`src/core/serial_mram_spi_map.vh`:
```
// Purpose: constants for the serial memory pin interface front end
// Assumes: one 250 MHz reference clock samples every pin
// Notes:   status layout and opcode values are local choices
//
// Summary of operation
// - chip select high means standby, no bus activity
// - deselected: inputs ignored, all outputs released
// - chip select low enables device, awaits instruction
// - protect bit and low pin block status writes
// - write protect pin honoured in single lane only
// - single rate captures inputs on rising edges
// - single rate launches outputs on falling edges
// - double rate captures command on rising edges only
// - double rate address, data use both edges
// - clock mode 0 for single and double rate
// - clock mode 3 for single rate only
// - dual and quad make pins bidirectional lanes
// - four lane protocol single rate up to 54 MHz
// - top or bottom bit plus three protect bits
// - 64-bit unique id and programmable serial number
// - 256-byte auxiliary array, programmable, write protectable
// - eight-bit instruction shifted in each selection
`ifndef SERIAL_MRAM_SPI_MAP_VH
`define SERIAL_MRAM_SPI_MAP_VH
`define REF_CLK_MHZ    250
`define SCLK_MAX_MHZ   54
`define LANES_ONE      2'h0
`define LANES_TWO      2'h1
`define LANES_FOUR     2'h2
`define INSTR_BITS     4'h8
`define OP_WRITE_SR    8'h01
`define SR_RESET       8'h00
`define SR_SRP         7
`define SR_TB          5
`define SR_BP_HI       4
`define SR_BP_LO       2
`define SR_WR_MASK     8'hbc
// unique id default value is arbitrary
`define UID_DEFAULT    64'h0123_4567_89ab_cdef
`define AUX_DEPTH      256
`endif

```
`src/core/serial_mram_spi_pin_interface.v`:
```
// Purpose: pin-level serial interface front end of a serial memory
// Assumes: sclk, cs_n and io_in are asynchronous and pass two flops
// Notes:   edges are found by oversampling, so sclk must stay well below ref_clk / 4
`timescale 1ns/1ps
`include "serial_mram_spi_map.vh"

module serial_mram_spi_pin_interface #(
  parameter [63:0] UNIQUE_ID = `UID_DEFAULT
) (
  input  wire        ref_clk,
  input  wire        rst,
  input  wire        sclk,
  input  wire        cs_n,
  input  wire [3:0]  io_in,
  output wire [3:0]  io_out,
  output wire [3:0]  io_oe_n,
  input  wire [1:0]  cmd_lanes,
  input  wire [1:0]  xfer_lanes,
  input  wire        ddr_en,
  input  wire        read_phase,
  input  wire [7:0]  tx_data,
  output wire        tx_req,
  output wire [7:0]  instr,
  output wire        instr_valid,
  output wire [7:0]  rx_byte,
  output wire        rx_valid,
  output wire        selected,
  output wire        clk_mode3,
  output wire [7:0]  status_reg,
  output wire        wrsr_blocked,
  input  wire        sn_we,
  input  wire [63:0] sn_wdata,
  output wire [63:0] serial_num,
  output wire [63:0] unique_id,
  input  wire        aux_we,
  input  wire [7:0]  aux_addr,
  input  wire [7:0]  aux_wdata,
  input  wire        aux_lock,
  output wire [7:0]  aux_rdata,
  output wire        aux_refused
);

  localparam [3:0] ST_IDLE = 4'b0001;
  localparam [3:0] ST_CMD  = 4'b0010;
  localparam [3:0] ST_IN   = 4'b0100;
  localparam [3:0] ST_OUT  = 4'b1000;

  reg        sclk_s1_r;
  reg        sclk_s2_r;
  reg        sclk_s3_r;
  reg        cs_s1_r;
  reg        cs_s2_r;
  reg        cs_s3_r;
  reg [3:0]  io_s1_r;
  reg [3:0]  io_s2_r;
  reg [3:0]  state_r;
  reg [3:0]  cnt_r;
  reg [7:0]  rxsh_r;
  reg [7:0]  txsh_r;
  reg [3:0]  io_out_r;
  reg [3:0]  io_oe_n_r;
  reg        tx_req_r;
  reg [7:0]  instr_r;
  reg        instr_valid_r;
  reg [7:0]  rx_byte_r;
  reg        rx_valid_r;
  reg        mode3_r;
  reg [7:0]  sr_r;
  reg        wr_pend_r;
  reg        wrsr_blocked_r;
  reg        selected_r;
  reg [63:0] sn_r;
  reg [63:0] uid_r;
  reg [7:0]  aux_rdata_r;
  reg        aux_refused_r;
  reg [7:0]  aux_mem [0:`AUX_DEPTH-1];

  wire       rise;
  wire       fall;
  wire       cs_fall;
  wire       ddr_act;
  wire       samp_in;
  wire       launch;
  wire [3:0] cmd_cnt_nxt;
  wire [3:0] in_cnt_nxt;
  wire [7:0] cmd_sh_nxt;
  wire [7:0] in_sh_nxt;
  wire       single_mode;
  wire       sr_locked;

  function [3:0] lane_bits;
    input [1:0] ln;
    begin
      case (ln)
        `LANES_TWO:  lane_bits = 4'h2;
        `LANES_FOUR: lane_bits = 4'h4;
        default:     lane_bits = 4'h1;
      endcase
    end
  endfunction
  function [7:0] shift_in;
    input [7:0] sh;
    input [3:0] io;
    input [1:0] ln;
    begin
      case (ln)
        `LANES_TWO:  shift_in = {sh[5:0], io[1:0]};
        `LANES_FOUR: shift_in = {sh[3:0], io[3:0]};
        default:     shift_in = {sh[6:0], io[0]};
      endcase
    end
  endfunction
  // single lane output goes on the dedicated output pin, io[1]
  function [3:0] out_bits;
    input [7:0] sh;
    input [1:0] ln;
    begin
      case (ln)
        `LANES_TWO:  out_bits = {2'h0, sh[7:6]};
        `LANES_FOUR: out_bits = sh[7:4];
        default:     out_bits = {2'h0, sh[7], 1'h0};
      endcase
    end
  endfunction
  function [3:0] lane_oe_n;
    input [1:0] ln;
    begin
      case (ln)
        `LANES_TWO:  lane_oe_n = 4'hc;
        `LANES_FOUR: lane_oe_n = 4'h0;
        default:     lane_oe_n = 4'hd;
      endcase
    end
  endfunction
  function [7:0] shift_out;
    input [7:0] sh;
    input [1:0] ln;
    begin
      case (ln)
        `LANES_TWO:  shift_out = {sh[5:0], 2'h0};
        `LANES_FOUR: shift_out = {sh[3:0], 4'h0};
        default:     shift_out = {sh[6:0], 1'h0};
      endcase
    end
  endfunction

  // first stages feed only the second stages
  always @(posedge ref_clk)
  begin
    if (rst)
    begin
      sclk_s1_r <= 1'b0;
      sclk_s2_r <= 1'b0;
      sclk_s3_r <= 1'b0;
      cs_s1_r   <= 1'b0;
      cs_s2_r   <= 1'b0;
      cs_s3_r   <= 1'b0;
      io_s1_r   <= 4'h0;
      io_s2_r   <= 4'h0;
    end
    else
    begin
      sclk_s1_r <= sclk;
      sclk_s2_r <= sclk_s1_r;
      sclk_s3_r <= sclk_s2_r;
      cs_s1_r   <= cs_n;
      cs_s2_r   <= cs_s1_r;
      cs_s3_r   <= cs_s2_r;
      io_s1_r   <= io_in;
      io_s2_r   <= io_s1_r;
    end
  end

  assign rise        = sclk_s2_r & ~sclk_s3_r;
  assign fall        = ~sclk_s2_r & sclk_s3_r;
  // history resets low, so a select already low at power-up is no falling edge
  assign cs_fall     = ~cs_s2_r & cs_s3_r;
  assign ddr_act     = ddr_en & ~mode3_r;
  assign samp_in     = rise | (fall & ddr_act);
  assign launch      = fall | (rise & ddr_act);
  assign cmd_cnt_nxt = cnt_r + lane_bits(cmd_lanes);
  assign in_cnt_nxt  = cnt_r + lane_bits(xfer_lanes);
  assign cmd_sh_nxt  = shift_in(rxsh_r, io_s2_r, cmd_lanes);
  assign in_sh_nxt   = shift_in(rxsh_r, io_s2_r, xfer_lanes);
  assign single_mode = (cmd_lanes == `LANES_ONE) & (xfer_lanes == `LANES_ONE);
  // in dual or quad the protect pin never blocks; only quad uses it as a data lane
  assign sr_locked   = sr_r[`SR_SRP] & ~io_s2_r[2] & single_mode;

  always @(posedge ref_clk)
  begin
    if (rst)
    begin
      state_r        <= ST_IDLE;
      selected_r     <= 1'b0;
      cnt_r          <= 4'h0;
      rxsh_r         <= 8'h00;
      txsh_r         <= 8'h00;
      io_out_r       <= 4'h0;
      io_oe_n_r      <= 4'hf;
      tx_req_r       <= 1'b0;
      instr_r        <= 8'h00;
      instr_valid_r  <= 1'b0;
      rx_byte_r      <= 8'h00;
      rx_valid_r     <= 1'b0;
      mode3_r        <= 1'b0;
      sr_r           <= `SR_RESET;
      wr_pend_r      <= 1'b0;
      wrsr_blocked_r <= 1'b0;
    end
    else
    begin
      tx_req_r       <= 1'b0;
      instr_valid_r  <= 1'b0;
      rx_valid_r     <= 1'b0;
      wrsr_blocked_r <= 1'b0;
      if (cs_s2_r)
      begin
        // deselect drops any partial instruction and frees the pins
        state_r   <= ST_IDLE;
        selected_r <= 1'b0;
        cnt_r     <= 4'h0;
        wr_pend_r <= 1'b0;
        io_oe_n_r <= 4'hf;
      end
      else if (cs_fall)
      begin
        state_r <= ST_CMD;
        selected_r <= 1'b1;
        cnt_r   <= 4'h0;
        mode3_r <= sclk_s2_r;
      end
      else
      begin
        case (state_r)
          ST_CMD:
          begin
            if (rise)
            begin
              rxsh_r <= cmd_sh_nxt;
              if (cmd_cnt_nxt >= `INSTR_BITS)
              begin
                instr_r       <= cmd_sh_nxt;
                instr_valid_r <= 1'b1;
                wr_pend_r     <= (cmd_sh_nxt == `OP_WRITE_SR);
                cnt_r         <= 4'h0;
                state_r       <= ST_IN;
              end
              else
              begin
                cnt_r <= cmd_cnt_nxt;
              end
            end
          end
          ST_IN:
          begin
            if (launch & read_phase & (cnt_r == 4'h0))
            begin
              // turnaround only at a byte boundary
              io_out_r  <= out_bits(tx_data, xfer_lanes);
              io_oe_n_r <= lane_oe_n(xfer_lanes);
              txsh_r    <= shift_out(tx_data, xfer_lanes);
              cnt_r     <= lane_bits(xfer_lanes);
              tx_req_r  <= 1'b1;
              state_r   <= ST_OUT;
            end
            else if (samp_in)
            begin
              rxsh_r <= in_sh_nxt;
              if (in_cnt_nxt >= `INSTR_BITS)
              begin
                rx_byte_r  <= in_sh_nxt;
                rx_valid_r <= 1'b1;
                cnt_r      <= 4'h0;
                wr_pend_r  <= 1'b0;
                if (wr_pend_r & sr_locked)
                  wrsr_blocked_r <= 1'b1;
                else if (wr_pend_r)
                  sr_r <= (sr_r & ~`SR_WR_MASK) | (in_sh_nxt & `SR_WR_MASK);
              end
              else
              begin
                cnt_r <= in_cnt_nxt;
              end
            end
          end
          ST_OUT:
          begin
            if (launch)
            begin
              if (cnt_r >= `INSTR_BITS)
              begin
                io_out_r <= out_bits(tx_data, xfer_lanes);
                txsh_r   <= shift_out(tx_data, xfer_lanes);
                cnt_r    <= lane_bits(xfer_lanes);
                tx_req_r <= 1'b1;
              end
              else
              begin
                io_out_r <= out_bits(txsh_r, xfer_lanes);
                txsh_r   <= shift_out(txsh_r, xfer_lanes);
                cnt_r    <= in_cnt_nxt;
              end
            end
          end
          default:
          begin
            state_r    <= ST_IDLE;
            selected_r <= 1'b0;
          end
        endcase
      end
    end
  end

  // identity and serial number; the id is fixed, the number user written
  always @(posedge ref_clk)
  begin
    if (rst)
    begin
      uid_r <= UNIQUE_ID;
      sn_r  <= 64'h0;
    end
    else if (sn_we)
    begin
      sn_r <= sn_wdata;
    end
  end

  // auxiliary array is not reset: its contents model non-volatile storage
  always @(posedge ref_clk)
  begin
    if (aux_we & ~aux_lock)
      aux_mem[aux_addr] <= aux_wdata;
    aux_rdata_r <= aux_mem[aux_addr];
  end

  always @(posedge ref_clk)
  begin
    if (rst)
      aux_refused_r <= 1'b0;
    else
      aux_refused_r <= aux_we & aux_lock;
  end

  assign io_out       = io_out_r;
  assign io_oe_n      = io_oe_n_r;
  assign tx_req       = tx_req_r;
  assign instr        = instr_r;
  assign instr_valid  = instr_valid_r;
  assign rx_byte      = rx_byte_r;
  assign rx_valid     = rx_valid_r;
  assign selected     = selected_r;
  assign clk_mode3    = mode3_r;
  assign status_reg   = sr_r;
  assign wrsr_blocked = wrsr_blocked_r;
  assign serial_num   = sn_r;
  assign unique_id    = uid_r;
  assign aux_rdata    = aux_rdata_r;
  assign aux_refused  = aux_refused_r;

endmodule

```
`config.mk`:
```
export PLATFORM = sky130hd
export DESIGN_NAME = serial_mram_spi_pin_interface
export DESIGN_NICKNAME = d
export VERILOG_FILES = /design/src/core/serial_mram_spi_pin_interface.v
export VERILOG_INCLUDE_DIRS = /design/src /design/src/core
export SDC_FILE = /design/constraint.sdc
export NUM_CORES = 2
export LEC_CHECK = 0
export ABC_AREA = 1
export BUFFER_PORTS_ARGS = -buffer_cell sky130_fd_sc_hd__buf_2
export CAP_MARGIN = 25
export CORE_UTILIZATION = 27
export DETAILED_ROUTE_END_ITERATION = 12
export GPL_TIMING_DRIVEN = 1
export SLEW_MARGIN = 20
export SYNTH_ARGS = -nofsm -noshare
export SYNTH_HDL_FRONTEND = slang
export SYNTH_SLANG_ARGS = --single-unit
```
`constraint.sdc`:
```
create_clock -name ref_clk -period 2.2 [get_ports ref_clk]
set_clock_uncertainty 0.1 [all_clocks]
set_input_delay 0.33 -clock ref_clk [delete_from_list [all_inputs] [get_ports ref_clk]]
set_output_delay 0.33 -clock ref_clk [all_outputs]
set_load 0.005 [all_outputs]
```
==> impl_metrics.toml <==
[finish]
largest_reg_flops = 2048
top_register = "aux_mem"
drive_gt1_share_pct = 17.7
final_net_count = 9425
fin_area_um2 = 113000
fin_cells = 13800
fill_cells = 32100
area_growth_pct = 26.7
multiInputGateArea_um2 = 22200
seqCellArea_um2 = 64400

[global_routing]
gr-usage-all-layers_pct = 15.8
grt_max_degree = 87
antenna_found_initial = 14
grt_pass1_wl_um = 397000
grt_overflow = 0
grt_pass1_vias = 60800

[worst_setup_path]
cpMostUsedCell = "buf_4"
slowest_stage = "dlygate4sd3_1"
max_stage_delay_ns = 0.63
critPathMaxFanout = 18
path_class = "in -> reg"
cp.required_ns = 2.90
crit_buf_inv = 7
cp.arrival_ns = 2.90
crit_path_start_kind = "primary input"
path_cells = "dlygate4sd3_1, buf_2, buf_4, nand2_1, buf_4, nor2_1, clkinv_1, buf_4, nor2_1, nor2_1, buf_4, nand2_1, a21oi_2, nand2_1"
crit_family = "buffers and inverters"
worstSetupEndpointType = "flip-flop"

[timing]
worst_slew_pin_slew_ns = 0.684
max_slew_margin_pct = 54.2
slew_violations = 0
grt_setup_unrepaired = "no"
max_freq_ghz = 0.455
setup_ws_ns = 0.00209
setup_viol = 0
hold_viol_final = 0
fin_crit_ns = 2.20
post-route-period-util_pct = 99.9

[hold_path]
hold_class = "in -> reg"

[die]
die_area_um2 = 332000
start_util_pct = 27.1
rows = 210
core_area_um2 = 327000
die_h_um = 576
fp.dieW_um = 576
ioPinCount = 280

[clock_tree]
clock_latency_ns = 0.91
cts_buffer_depth = 4
numCtsBuffers = 228
path_clk_slew_ns = 0.06
cts_root_buf = "clkbuf_16"
tritoncts = "yes"
cts_max_level = 4
cts_sinks = 2192
post_cts.repair.setup_buffers = 0

[job]
drv_cap = 0

[yosys]
avgSynthCellArea_um2 = 10.9
yosysMostFrequentCell = "nand2_1"
syn_inst = 8146
yosysTopAreaCellShare_pct = 69.2
synth-seq-cells = 2192
synthTopCellsByCount = "nand2_1, edfxtp_1, nor2_1"
synth_edf_count = 2048
ys.flop_type = "edfxtp_1"
synth_warnings = 0
ys_types = 41
synthArstFlopShare_pct = 0
synth.area.top_cells = "edfxtp_1, nand2_1, dfxtp_1"
ys_seq_area_share_pct = 72.4
netlist_area_um2 = 88900
yosys.area.top_type = "edfxtp_1"

[pwr]
power.leakage_nw = 43.9
p_per_area_nw_per_um2 = 814
ir_drop_v = 0.000672

[place]
place_congestion = 0.879
place_ws_ns = -0.853
portBuffers = 212
dp_cells = 13300
hpwl_um = 178000
dpl_cell_area_um2 = 104000

[detailed_routing]
via_count = 63100
drt_iter0_markers = 6326
drtAntennaViolNets = 0
wl_per_cell_um = 19.5
via_per_inst = 4.56
drc = 0
routed_wl_um = 270000
dr.pass1.iters = 6

[status]
status = "finished, final reports clean"
## cells by family after synthesis
kind of cell | count (synthesis) | share of synthesized area (%)
XOR/XNOR | 5 | 0.0493
other | 2 | 0.00845
flip-flops | 2192 | 72.4
adder cells (fa/ha/maj) | 16 | 0.242
multiplexers | 1 | 0.0113
buffers and inverters | 620 | 3.18
AO/OA/AOI/OAI | 542 | 3.34
AND/OR/NAND/NOR | 4768 | 20.7
## layout make-up
type,count,share of cell area [%]
sequential,2192,57.2
inverter,133,0.472
tap,4346,4.83
timing repair buffer,1350,11.0
antenna,9,0.0200
multi-input combinational,5399,19.8
clock inverter,127,1.33
clock buffer,286,5.42
## report_power, final
part	switching, mW	internal [mW]
logic	4.09	2.13
registers	0.145	45.7
clock network	16.3	23.3
## cells in the final DEF, fill, tap and decap left out, types with 32 or more instances in the layout
master | Yosys | final
dlygate4sd3_1 | 0 | 124
nor2_2 | 0 | 75
dfxtp_1 | 144 | 140
inv_1 | 116 | 115
nor2_1 | 686 | 607
clkbuf_1 | 213 | 41
nand3_1 | 200 | 184
buf_4 | 72 | 825
buf_2 | 144 | 202
o21ai_0 | 239 | 235
clkinv_2 | 0 | 45
o21ai_1 | 36 | 40
conb_1 | 2 | 67
buf_12 | 0 | 189
clkinv_1 | 11 | 43
a21oi_1 | 162 | 161
bufinv_16 | 0 | 32
a22oi_1 | 75 | 75
nand2_1 | 3771 | 3770
edfxtp_1 | 2048 | 2048
clkbuf_16 | 0 | 231
nand4_1 | 94 | 94
## layer usage
layer | share of wire (%) | GRT usage (%)
met1 | 42 | 21.2
met2 | 47 | 26.2
met3 | 7.8 | 2.51
met4 | 3.0 | 4.91
met5 | 0.0048 | 0
## final timing paths
check	start	slack, ns	cells after the start	to
worst min-delay path	xfer_lanes[1]	0.08	8	cnt_r[1]
worst min register to register	cs_s1_r	0.31	2	cs_s2_r
worst max-delay path	aux_addr[6]	0.002	14	aux_rdata[5]
worst max register to register	aux_mem[96][5]	0.10	14	aux_rdata[5]
## worst register-to-register path, stage by stage, from the launching register on
cell      delay, ns
edfxtp_1       0.36
nand2_1        0.07
nand2_1        0.05
nand2_1        0.05
nand3_1        0.06
nand2_1        0.08
nand2_1        0.08
nor2_1         0.16
nor2_1         0.06
buf_4          0.15
nor2_1         0.19
buf_4          0.17
nand2_1        0.14
a21oi_2        0.23
nand2_1        0.07
## stage by stage
step                hold WS, ns  TNS [ns]  power (mW)  util (%)
finish                   0.0784         0        91.7      34.4
global route             0.0827         0        94.2      34.4
CTS                      0.0144         0        92.1      34.4
detailed placement        0.300   -413.18        52.7      31.7
global placement          0.295   -386.61        52.7      31.7
floorplan                 0.288   -123.91        49.2         -
## repair_timing
action	in CTS	in global routing
setup endpoints to repair	5	8
hold buffers	124	0
endpoints found under the hold margin	1323	0
resized for setup	5	8
Note: power is estimated with default switching activity, not from simulation.
